`src/hdl/dbg_link_pkg.sv`:
```
// Purpose: shared constants and types of the single pin debug link
// Assumes: one system clock, synchronous active high reset
// Notes:   widths sized for bit rates down to clock / 512
package dbg_link_pkg;

	localparam int          DATA_BITS     = 8;
	localparam int          BIT_PER_W     = 10;
	localparam int          LOW_CNT_W     = 14;
	localparam int          CNT_W         = 16;
	// longest low run of the rate character: 8 bits at clock / 512
	localparam logic [12:0] AB_LOW_MAX    = 13'h1000;
	localparam logic [7:0]  AB_CHAR       = 8'h80;
	// answer to any link error: low for this many system clocks
	localparam logic [12:0] BREAK_TX_CLKS = 13'h1000;
	localparam logic [3:0]  BREAK_BITS    = 4'hA;
	localparam logic [3:0]  FRAME_BITS    = 4'hA;
	localparam logic [15:0] CNT_RST       = 16'h0000;
	localparam logic [1:0]  STRAP_SAMPLE  = 2'h2;

	typedef enum logic [3:0] {
		AB_IDLE = 4'h1,
		AB_MEAS = 4'h2,
		AB_OVF  = 4'h4,
		AB_LOCK = 4'h8
	} ab_state_t;

	typedef enum logic [6:0] {
		LK_IDLE  = 7'h01,
		LK_START = 7'h02,
		LK_DATA  = 7'h04,
		LK_STOP  = 7'h08,
		LK_TX    = 7'h10,
		LK_ERR   = 7'h20,
		LK_HOLD  = 7'h40
	} link_state_t;

endpackage

```
`src/hdl/dbg_link.sv`:
```
// Purpose: on-chip debug unit link end and debug mode control
// Assumes: srst covers power-on, brownout and reset pin
// Notes:   command set lives outside; it drives the request ports
`timescale 1ns/1ps
module dbg_link
	import dbg_link_pkg::*;
(
	input  wire logic                 core_clk,
	input  wire logic                 srst,
	input  wire logic                 debug_serial_pin_in,
	output logic                      debug_serial_pin_out,
	output logic                      debug_serial_pin_oe,
	output logic      [DATA_BITS-1:0] rx_data,
	output logic                      rx_valid,
	input  wire logic [DATA_BITS-1:0] tx_data,
	input  wire logic                 tx_valid,
	output logic                      tx_ready,
	output logic                      cmd_abort,
	output logic                      baud_locked,
	input  wire logic                 ctrl_wr,
	input  wire logic                 debug_mode_request_bit,
	output logic                      debug_mode,
	input  wire logic                 breakpoint_en,
	input  wire logic                 break_instruction,
	input  wire logic                 match_break_en,
	input  wire logic                 countdown_break_en,
	input  wire logic [CNT_W-1:0]     prog_counter,
	input  wire logic                 counter_wr,
	input  wire logic [CNT_W-1:0]     counter_wdata,
	output logic      [CNT_W-1:0]     debug_counter,
	input  wire logic                 stop_mode,
	input  wire logic                 halt_mode,
	output logic                      halt_exit,
	input  wire logic                 exec_req,
	output logic                      exec_grant,
	output logic                      fetch_stop,
	output logic                      periph_run,
	input  wire logic                 wdt_enable,
	output logic                      wdt_refresh,
	output logic                      sys_reset_req
);

	// line synchroniser, idles high like the pulled-up pin
	logic sync1_reg;
	logic sync2_reg;
	logic prev_reg;
	wire  rx_level = sync2_reg;
	wire  fall     = prev_reg && !sync2_reg;

	always_ff @(posedge core_clk) begin
		if (srst) begin
			sync1_reg <= 1'b1;
			sync2_reg <= 1'b1;
			prev_reg  <= 1'b1;
		end else begin
			sync1_reg <= debug_serial_pin_in;
			sync2_reg <= sync1_reg;
			prev_reg  <= sync2_reg;
		end
	end

	link_state_t          state_reg, state_next;
	logic [BIT_PER_W-1:0] tmr_reg, tmr_next;
	logic [2:0]           bit_reg, bit_next;
	logic [DATA_BITS-1:0] sh_reg, sh_next;
	logic [12:0]          err_reg, err_next;
	logic [LOW_CNT_W-1:0] low_reg;
	logic [DATA_BITS-1:0] rxd_reg;
	logic                 rxv_reg, rxv_next;
	logic                 abort_reg, abort_next;
	logic                 tx_start;

	wire [BIT_PER_W-1:0] period;
	wire                 locked;
	wire                 tx_drive, tx_busy, tx_done, tx_coll;
	wire                 unit_clear = (state_reg == LK_ERR) ||
		(state_reg == LK_HOLD);
	wire                 tmr_half = (tmr_reg == (period >> 1));
	wire                 tmr_full = (tmr_reg == period - 10'h001);
	wire [LOW_CNT_W-1:0] brk_lim = LOW_CNT_W'(period) *
		LOW_CNT_W'(BREAK_BITS);
	wire                 break_seen = locked && (low_reg >= brk_lim);

	dbg_autobaud u_baud (
		.core_clk   (core_clk),
		.srst       (srst),
		.rx_level   (rx_level),
		.clear      (unit_clear),
		.bit_period (period),
		.locked     (locked)
	);

	dbg_char_tx u_tx (
		.core_clk   (core_clk),
		.srst       (srst),
		.bit_period (period),
		.start      (tx_start),
		.tx_byte    (tx_data),
		.rx_level   (rx_level),
		.drive_low  (tx_drive),
		.busy       (tx_busy),
		.done       (tx_done),
		.collision  (tx_coll)
	);

	// continuous low run, counted in system clocks
	always_ff @(posedge core_clk) begin
		if (srst || rx_level || !locked || unit_clear) begin
			low_reg <= '0;
		end else if (low_reg != {LOW_CNT_W{1'b1}}) begin
			low_reg <= low_reg + 14'h0001;
		end
	end

	// transmit only while the receiver is quiet
	assign tx_ready = (state_reg == LK_IDLE) && locked && rx_level &&
		!tx_busy;
	assign tx_start = tx_ready && tx_valid;

	always_comb begin
		state_next = state_reg;
		tmr_next   = tmr_reg + 10'h001;
		bit_next   = bit_reg;
		sh_next    = sh_reg;
		err_next   = err_reg;
		rxv_next   = 1'b0;
		abort_next = 1'b0;
		case (state_reg)
			LK_IDLE: begin
				tmr_next = '0;
				if (tx_start) begin
					state_next = LK_TX;
				end else if (locked && fall) begin
					state_next = LK_START;
				end
			end
			LK_START: begin
				if (tmr_half) begin
					tmr_next   = '0;
					bit_next   = 3'h0;
					state_next = rx_level ? LK_IDLE : LK_DATA;
				end
			end
			LK_DATA: begin
				if (tmr_full) begin
					tmr_next = '0;
					// mid bit sample, lsb arrives first
					sh_next  = {rx_level, sh_reg[7:1]};
					bit_next = bit_reg + 3'h1;
					if (bit_reg == 3'h7) begin
						state_next = LK_STOP;
					end
				end
			end
			LK_STOP: begin
				if (tmr_full) begin
					tmr_next = '0;
					if (rx_level) begin
						rxv_next   = 1'b1;
						state_next = LK_IDLE;
					end else begin
						state_next = LK_ERR;
						abort_next = 1'b1;
					end
				end
			end
			LK_TX: begin
				if (tx_coll) begin
					state_next = LK_ERR;
					abort_next = 1'b1;
				end else if (tx_done) begin
					state_next = LK_IDLE;
				end
			end
			LK_ERR: begin
				if (err_reg == BREAK_TX_CLKS - 13'h0001) begin
					state_next = LK_HOLD;
				end
				err_next = err_reg + 13'h0001;
			end
			// unit held until the host lets the line go high
			LK_HOLD: begin
				if (rx_level) begin
					state_next = LK_IDLE;
				end
			end
			default: state_next = LK_IDLE;
		endcase
		if (break_seen && (state_reg != LK_ERR) &&
			(state_reg != LK_HOLD)) begin
			state_next = LK_ERR;
			abort_next = 1'b1;
		end
		if (state_next == LK_ERR && state_reg != LK_ERR) begin
			err_next = 13'h0000;
		end
	end

	always_ff @(posedge core_clk) begin
		if (srst) begin
			state_reg <= LK_IDLE;
			tmr_reg   <= '0;
			bit_reg   <= 3'h0;
			sh_reg    <= 8'h00;
			err_reg   <= 13'h0000;
			rxv_reg   <= 1'b0;
			abort_reg <= 1'b0;
		end else begin
			state_reg <= state_next;
			tmr_reg   <= tmr_next;
			bit_reg   <= bit_next;
			sh_reg    <= sh_next;
			err_reg   <= err_next;
			rxv_reg   <= rxv_next;
			abort_reg <= abort_next;
		end
	end

	always_ff @(posedge core_clk) begin
		if (srst) begin
			rxd_reg <= 8'h00;
		end else if (rxv_next) begin
			rxd_reg <= sh_reg;
		end
	end

	// open drain: only ever pull low
	assign debug_serial_pin_out = 1'b0;
	assign debug_serial_pin_oe  = tx_drive ||
		(state_reg == LK_ERR);
	assign rx_data     = rxd_reg;
	assign rx_valid    = rxv_reg;
	assign cmd_abort   = abort_reg;
	assign baud_locked = locked;

	// debug mode control
	logic             dbg_reg, dbg_next;
	logic [1:0]       strap_reg;
	logic [CNT_W-1:0] cnt_reg;
	logic             halt_x_reg;
	logic             sysrst_reg;

	// strap sample once the synchroniser holds a post-reset level
	always_ff @(posedge core_clk) begin
		if (srst) begin
			strap_reg <= 2'h0;
		end else if (strap_reg != 2'h3) begin
			strap_reg <= strap_reg + 2'h1;
		end
	end

	wire strap_hit = (strap_reg == STRAP_SAMPLE) && !rx_level;
	wire req_set   = ctrl_wr && debug_mode_request_bit;
	wire req_clr   = ctrl_wr && !debug_mode_request_bit;
	wire brk_hit   = breakpoint_en && break_instruction;
	wire match_hit = match_break_en && !dbg_reg &&
		(prog_counter == cnt_reg);
	wire cd_run    = countdown_break_en && !dbg_reg && (cnt_reg != CNT_RST);
	wire cd_hit    = cd_run && (cnt_reg == 16'h0001);
	wire enter     = req_set || brk_hit || match_hit || cd_hit ||
		strap_hit;

	// entry beats a clear arriving in the same cycle
	always_comb begin
		dbg_next = dbg_reg;
		if (enter) begin
			dbg_next = 1'b1;
		end else if (req_clr) begin
			dbg_next = 1'b0;
		end
	end

	// link errors and breaks leave debug mode untouched
	always_ff @(posedge core_clk) begin
		if (srst) begin
			dbg_reg <= 1'b0;
		end else begin
			dbg_reg <= dbg_next;
		end
	end

	always_ff @(posedge core_clk) begin
		if (srst) begin
			cnt_reg <= CNT_RST;
		end else if (counter_wr) begin
			cnt_reg <= counter_wdata;
		end else if (cd_run) begin
			cnt_reg <= cnt_reg - 16'h0001;
		end
	end

	always_ff @(posedge core_clk) begin
		if (srst) begin
			halt_x_reg <= 1'b0;
			sysrst_reg <= 1'b0;
		end else begin
			halt_x_reg <= enter && !dbg_reg && halt_mode;
			sysrst_reg <= stop_mode && !rx_level;
		end
	end

	assign debug_mode    = dbg_reg;
	assign debug_counter = cnt_reg;
	assign halt_exit     = halt_x_reg;
	assign sys_reset_req = sysrst_reg;
	assign fetch_stop    = dbg_reg && !exec_req;
	assign exec_grant    = dbg_reg && exec_req;
	// debug mode never gates the clock, only stop mode does
	assign periph_run    = !stop_mode;
	assign wdt_refresh   = dbg_reg && wdt_enable;

endmodule // dbg_link

```
`src/hdl/dbg_autobaud.sv`:
```
// Purpose: measures the low run of the first character, yields bit period
// Assumes: rx_level already synchronised to core_clk
// Notes:   clear returns to idle; period is the low run divided by eight
`timescale 1ns/1ps
module dbg_autobaud
	import dbg_link_pkg::*;
(
	input  wire logic                 core_clk,
	input  wire logic                 srst,
	input  wire logic                 rx_level,
	input  wire logic                 clear,
	output logic      [BIT_PER_W-1:0] bit_period,
	output logic                      locked
);

	ab_state_t            state_reg, state_next;
	logic [12:0]          meas_reg, meas_next;
	logic [BIT_PER_W-1:0] per_reg, per_next;

	always_comb begin
		state_next = state_reg;
		meas_next  = meas_reg;
		per_next   = per_reg;
		case (state_reg)
			AB_IDLE: begin
				if (!rx_level) begin
					meas_next  = 13'h0001;
					state_next = AB_MEAS;
				end
			end
			AB_MEAS: begin
				if (rx_level) begin
					// eight bit times low, so period is a shift by three
					per_next   = (meas_reg[12:3] == '0) ? 10'h001 :
						meas_reg[12:3];
					state_next = AB_LOCK;
				end else if (meas_reg == AB_LOW_MAX) begin
					state_next = AB_OVF;
				end else begin
					meas_next = meas_reg + 13'h0001;
				end
			end
			// overflow: nothing loaded, back to reset once line is high
			AB_OVF: begin
				if (rx_level) begin
					state_next = AB_IDLE;
				end
			end
			AB_LOCK: state_next = AB_LOCK;
			default: state_next = AB_IDLE;
		endcase
		if (clear) begin
			state_next = AB_IDLE;
			per_next   = '0;
		end
	end

	always_ff @(posedge core_clk) begin
		if (srst) begin
			state_reg <= AB_IDLE;
			meas_reg  <= 13'h0000;
			per_reg   <= '0;
		end else begin
			state_reg <= state_next;
			meas_reg  <= meas_next;
			per_reg   <= per_next;
		end
	end

	assign bit_period = per_reg;
	assign locked     = (state_reg == AB_LOCK);

endmodule // dbg_autobaud

```
`src/hdl/dbg_char_tx.sv`:
```
// Purpose: sends one framed character on the open drain line
// Assumes: rx_level is the synchronised line level
// Notes:   line level checked mid bit while released, reports collision
`timescale 1ns/1ps
module dbg_char_tx
	import dbg_link_pkg::*;
(
	input  wire logic                 core_clk,
	input  wire logic                 srst,
	input  wire logic [BIT_PER_W-1:0] bit_period,
	input  wire logic                 start,
	input  wire logic [DATA_BITS-1:0] tx_byte,
	input  wire logic                 rx_level,
	output logic                      drive_low,
	output logic                      busy,
	output logic                      done,
	output logic                      collision
);

	logic [9:0]           shift_reg, shift_next;
	logic [3:0]           bit_reg, bit_next;
	logic [BIT_PER_W-1:0] tmr_reg, tmr_next;
	logic                 busy_reg, busy_next;
	logic                 drv_reg, drv_next;
	logic                 done_next, coll_next;
	logic                 done_reg, coll_reg;
	wire                  mid_bit = (tmr_reg == (bit_period >> 1));
	wire                  bit_end = (tmr_reg == bit_period - 10'h001);

	always_comb begin
		shift_next = shift_reg;
		bit_next   = bit_reg;
		tmr_next   = tmr_reg;
		busy_next  = busy_reg;
		drv_next   = drv_reg;
		done_next  = 1'b0;
		coll_next  = 1'b0;
		if (!busy_reg) begin
			if (start) begin
				// stop, data lsb first, start
				shift_next = {1'b1, tx_byte, 1'b0};
				bit_next   = 4'h0;
				tmr_next   = '0;
				busy_next  = 1'b1;
				drv_next   = 1'b1;
			end
		end else if (mid_bit && shift_reg[0] && !rx_level) begin
			coll_next = 1'b1;
			busy_next = 1'b0;
			drv_next  = 1'b0;
		end else if (bit_end) begin
			tmr_next = '0;
			if (bit_reg == FRAME_BITS - 4'h1) begin
				busy_next = 1'b0;
				drv_next  = 1'b0;
				done_next = 1'b1;
			end else begin
				shift_next = {1'b1, shift_reg[9:1]};
				bit_next   = bit_reg + 4'h1;
				drv_next   = !shift_reg[1];
			end
		end else begin
			tmr_next = tmr_reg + 10'h001;
		end
	end

	always_ff @(posedge core_clk) begin
		if (srst) begin
			shift_reg <= 10'h3FF;
			bit_reg   <= 4'h0;
			tmr_reg   <= '0;
			busy_reg  <= 1'b0;
			drv_reg   <= 1'b0;
			done_reg  <= 1'b0;
			coll_reg  <= 1'b0;
		end else begin
			shift_reg <= shift_next;
			bit_reg   <= bit_next;
			tmr_reg   <= tmr_next;
			busy_reg  <= busy_next;
			drv_reg   <= drv_next;
			done_reg  <= done_next;
			coll_reg  <= coll_next;
		end
	end

	assign drive_low = drv_reg;
	assign busy      = busy_reg;
	assign done      = done_reg;
	assign collision = coll_reg;

endmodule // dbg_char_tx

```
`config.mk`:
```
export PLATFORM = sky130hd
export DESIGN_NAME = dbg_link
export DESIGN_NICKNAME = d
export VERILOG_FILES = /design/src/hdl/dbg_link_pkg.sv /design/src/hdl/dbg_link.sv /design/src/hdl/dbg_autobaud.sv /design/src/hdl/dbg_char_tx.sv
export SDC_FILE = /design/constraint.sdc
export NUM_CORES = 1
export LEC_CHECK = 0
export ABC_AREA = 1
export BUFFER_PORTS_ARGS = -buffer_cell sky130_fd_sc_hd__buf_2
export CORE_UTILIZATION = 45
export DETAILED_ROUTE_END_ITERATION = 10
export PLACE_DENSITY = 0.63
export SYNTH_ARGS = -nofsm -noshare
export SYNTH_HDL_FRONTEND = slang
export SYNTH_SLANG_ARGS = --single-unit
```
`constraint.sdc`:
```
create_clock -name core_clk -period 4.3 [get_ports core_clk]
set_input_delay 0.215 -clock core_clk [delete_from_list [all_inputs] [get_ports core_clk]]
set_output_delay 0.215 -clock core_clk [all_outputs]
set_load 0.01 [all_outputs]
```
---- Word level (Yosys, flattened, before mapping) ----
Index checks and enable logic that the tools add are counted.
operators by class
  $add $sub $neg .......................... 10
  multiply operators ...................... 1
  $lt $le $gt $ge ......................... 1
  equal/unequal tests ..................... 38
  multiplexer cells ....................... 68
  bitwise operators ....................... 2
  reduce and logical (&&, ||, !) cells .... 64
operators by type and width
  cell                                                 number
  two-way mux 10 bit                                   12
  two-way mux 7 bit                                    11
  case mux 7 bit (7 select lines)                      1
  two-way mux 13 bit                                   3
  two-way mux 4 bit                                    9
  two-way mux 16 bit                                   2
  case mux 10 bit (3 select lines)                     1
  logical AND 1 bit                                    27
  adder 13 x 1 -> 13 bit (second input constant)       2
  case mux 13 bit (2 select lines)                     1
  two-way mux 1 bit                                    21
  adder 10 x 1 -> 10 bit (second input constant)       2
  == test 10 bit                                       2
  == test 10 x 9 -> 1 bit                              2
  != test 2 bit (second input constant)                10
  == test 16 x 1 -> 1 bit (second input constant)      1
  == test 16 bit                                       1
  case mux 4 bit (4 select lines)                      1
  nonzero test 16 bit                                  1
  subtractor 16 x 1 -> 16 bit (second input constant)  1
  adder 14 x 1 -> 14 bit (second input constant)       1
  == test 7 x 6 -> 1 bit (second input constant)       2
  >= comparator 14 bit                                 1
  != test 14 bit (second input constant)               1
  other kinds (37)                                     68
storage, ports and cells
  register bits after elaboration ......... 144
  bits of input ports ..................... 55
  output and inout port bits .............. 37
  word-level logic and storage cells ...... 211

---- Logic depth before layout (Yosys ltp) ----
  word-level depth ........................ 11
  depth in mapped cells ................... 21
  depth with buffers taken out ............ 21

---- Hierarchy ----
A second synthesis with hierarchy kept.
second synthesis, totals
  cell total of the unflattened synthesis .. 1,373
  area, all modules ....................... 9,158.8 um2
modules (own cells, without submodules)
  module        instances  cells an instance  area an instance (um2)  sequential area each (um2)
  dbg_link      1          863                5,839.4                 1,781.7
  dbg_char_tx   1          307                1,940.6                 540.5
  dbg_autobaud  1          203                1,378.8                 540.5

---- Worst setup path before layout ----
Ideal clock, no wire load.
  path kind ............................... register to register
  from .................................... register u_baud.per_reg[3] (netlist: u_baud.bit_period[3])
  to ...................................... register err_reg[9]
  library setup time ...................... 0.064 ns
  data arrival time ....................... 3.298 ns
  required time ........................... 4.236 ns
  slack ................................... 0.938 ns
  stages on the path, launching flop included .. 20
  path buffers ............................ 1
  period minus slack after synthesis ...... 3.362 ns
  cells stage by stage .................... dfxtp_1 ha_1 ha_1 nand2_1 nor2_1 a211oi_1 o21ai_0 a21oi_1 o21bai_1 and2_1 o21ai_0 ha_1 a21oi_1 o21ai_0 a21oi_1 nand3_1 nand2_1 nand4_4 buf_8 nor2_1
between the ends
  cells in the longest elaborated chain, start to end .. 9
  elaborated cells on any way between the ends .. 16
  those cells by class .................... add/sub: 1; mul: 1; order compare: 1; eq/ne: 3; mux: 5; reduce/logical: 5
ends and longest elaborated chain
  element                                line                text
  start: declaration                     dbg_autobaud.sv:18  logic [BIT_PER_W-1:0] per_reg, per_next;
  start signal: assignment               dbg_autobaud.sv:66  per_reg <= per_next;
  multiplier 10 x 3 -> 13 bit            dbg_link.sv:80      wire [LOW_CNT_W-1:0] brk_lim = LOW_CNT_W'(period) *
  >= comparator 14 bit                   dbg_link.sv:82      wire break_seen = locked && (low_reg >= brk_lim);
  logical AND 1 bit                      dbg_link.sv:82
  logical AND 1 bit (2 in a row)         dbg_link.sv:189     if (break_seen && (state_reg != LK_ERR) &&
  two-way mux 7 bit *                    dbg_link.sv:189
  == test 7 x 6 -> 1 bit *               dbg_link.sv:194     if (state_next == LK_ERR && state_reg != LK_ERR) begin
  logical AND 1 bit *                    dbg_link.sv:194
  OR reduction 2 bit (no source line) *  --
  end signal: assignment                 dbg_link.sv:213     err_reg <= err_next;
  end: declaration                       dbg_link.sv:66      logic [12:0] err_reg, err_next;
Mark *: on every way between the ends. The rest lies on a longest branch, timed or not.
A chain may end at the register's enable or synchronous reset.

---- Worst setup path in the final report ----
  from .................................... register u_baud.per_reg[3] (netlist: u_baud.bit_period[3])
  to ...................................... register err_reg[4]
The elaborated chain is that of the path after synthesis.

==> results.ini <==
[grt]
grt_pass1_wl_um = 37400
antenna_found_initial = 0
grt.total_usage_pct = 23.3
grt.overflow.total = 0
grt_max_degree = 46
grt_pass1_vias = 7825

[cells_and_area]
largest_reg_flops = 16
instances_no_fill = 1641
syn2layout_area_growth_pct = 14.5
nets = 1468
drive_above_1_share_pct = 12.3
antenna_cells = 0
fillCellCount = 1922

[critical_path]
crit_type = register to register
r2r_slack_ps = 380
startpoint_type = register
path_cells = ha_1, ha_1, nand2_1, nor2_1, a211oi_1, o21ai_0, a21oi_1, o21bai_1, and2_1, o21ai_0, ha_1, a21oi_1, o21ai_0, a21oi_1, nand3_1, nand2_1, nand4_4, nor2_1
worstPathArrival_ps = 4280
crit_slowest_cell = dfxtp_1
end_kind = register
reg2regPathDepth = 18
worstReg2RegStart = u_baud.bit_period[3]
critPathMaxFanout = 13
cp-startpoint = u_baud.bit_period[3]
slowest_delay_ps = 560
cp.required_ps = 4660
endpoint = err_reg[4]
r2r_end = err_reg[4]

[status]
outcome = finished, final reports clean

[yosys]
synthMuxAreaShare_pct = 0.114
synth_top_family_by_area = simple AND/OR/NAND/NOR gates
yosysSeqAreaShare_pct = 32.7
ys.flop_type = dfxtp_1
synth.distinct_cells = 54
synth-simple-area-share_pct = 34.0
synth_xor_area_share_pct = 6.29
netlist_area_sq_um = 8760
async_flop_share_pct = 0
synth-edff-count = 0
yosysMostFrequentCell = nand2_1
netlist.area_leader.share_pct = 32.7
synth-seq-cells = 143
yosysWarnings = 0
synth.area.top_cells = dfxtp_1 33%, nand2_1 10%, nor2_1 7.8%
synth_top_area_cell = dfxtp_1
synthesis.instances = 1286
synth_common_cells = 240 x nand2_1, 183 x nor2_1, 153 x inv_1, 143 x dfxtp_1, 105 x nand3_1
syn_area_per_cell_sq_um = 6.81
synthAdderAreaFrac_pct = 6.52
syn_nets = 1386
synth_compound_area_share_pct = 11.7

[sta]
min_period_over_period_pct = 91.1
drv_slew = 0
period_minus_slack_ps = 3920
fin_skew_ps = 13.8
timing.final.hold_violations = 0
fin_setup_tns_ps = 0
tightest_slew_ps = 613
grt_setup_unrepaired = no
slew_headroom_pct = 59.0
fin_hold_ws_ps = 19.9
max_freq_mhz = 255
setup_violations = 0

[pwr]
ir_worst_vdd_uv = 283
p_leak_nw = 4.50
power.density_nw_per_um2 = 314

[clock_tree]
clkTransAtPathRegs_ps = 60
root_buffer = clkbuf_16
cts-htree-levels = 4
cts_inserted_buffers = 17
cts_tree = done
cts.path.max_buffers = 2
clock_sinks = 143
post_cts_resized = 0
insertion_delay_ps = 430

[placed_design]
gp_congestion = 0.906
place_hpwl_um = 17000
place.port_buffers = 90
dp_cells = 1608

[drt]
wl_per_cell_um = 13.7
avgViaCountPerCell = 5.17
antenna_left = 0
drt_first_iter_violations = 516
routed_wl_um = 22500
via_count = 8484
dr.pass1.iters = 6
drc_errors = 0

[floorplanning]
io_pins = 92
start_util_pct = 46.3
core_region_area_sq_um = 18900
die_h_um = 141
die_w_um = 141
dieArea_sq_um = 20000
num_rows = 50

[run]
cap_viol_max_count = 0

[worst_hold_path]
hp-class = input port to register

## power breakdown
part           internal [mW]  switching (mW)  total [mW]
clock network          0.893           0.630        1.52
registers               1.35          0.0290        1.38
logic                 0.0954           0.152       0.248
total                   2.34           0.812        3.15
## metal layers
layer	vias to the layer above	share of wire (%)	GRT usage, %
met3	25	4.7	4.25
met4	0	1.6	7.30
met1	3816	48	31.0
li1	4426	-	-
met5	-	0	0
met2	217	46	38.1
## area by class of cell
type / count / area (sq um) / share of cell area (%)
Tap cell: 260 / 325 / 3.24
Clock inverter: 14 / 169 / 1.68
Inverter: 163 / 614 / 6.13
Sequential cell: 143 / 2860 / 28.5
Clock buffer: 18 / 439 / 4.38
Multi-Input combinational cell: 949 / 5130 / 51.2
Timing Repair Buffer: 94 / 483 / 4.82
## logic make-up after synthesis
logic type,count (synthesis)
AO/OA/AOI/OAI,182
XOR/XNOR,62
adder cells (fa/ha/maj),45
buffers and inverters,194
flip-flops,143
multiplexers,1
other,1
AND/OR/NAND/NOR,658
## placed cells by master, fill, tap and decap left out, drive strengths merged, types with 2 or more instances in the layout
cell type / count
nand2: 247
nor2: 193
inv: 171
dfxtp: 143
nand3: 110
buf: 93
a21oi: 73
o21ai: 68
xor2: 45
ha: 44
nand4: 42
nor3: 42
clkbuf: 18
xnor2: 17
a211oi: 13
nor4: 11
a31oi: 7
o22ai: 6
nor3b: 5
or2: 5
clkinv: 4
a221oi: 3
o211ai: 3
a21o: 2
o221ai: 2
bufinv: 2
o21bai: 2
## worst max-delay path: cells and delay by family, from the launching register on
family | cells | cell delay [ps]
compound gates | 8 | 1270
fa+ha+maj | 3 | 950
simple gates | 7 | 1070
flops | 1 | 560
## through the flow
step           area (sq um)  power [mW]  util (%)  worst slack (ps)
2_1_floorplan          8760        1.56         -               938
3_5_place_dp           9410        1.65      49.8               362
6_report              10000        3.15      53.1               381
5_1_grt               10000        3.28      53.1              33.0
4_1_cts               10000        3.18      53.1               354
3_3_place_gp           9410        1.65      49.8               495
## worst min path at each step
stage / start / endpoint / slack (ps) / cells after the start
4_1_cts: stop_mode / sys_reset_req / 5 / 3
6_report: stop_mode / sys_reset_req / 20 / 3
3_5_place_dp: debug_serial_pin_in / sync1_reg / 400 / 2
5_1_grt: halt_mode / halt_exit / 8 / 3
3_3_place_gp: sync1_reg / rx_level / 390 / 1
2_1_floorplan: debug_serial_pin_in / sync1_reg / 320 / 1
## repair_timing
item,in CTS,in global routing
endpoints found under the hold margin,1,0
hold buffers,1,0
buffers inserted,0,0
endpoints found under the setup margin,0,0
Power figures use the tool's default switching activity.
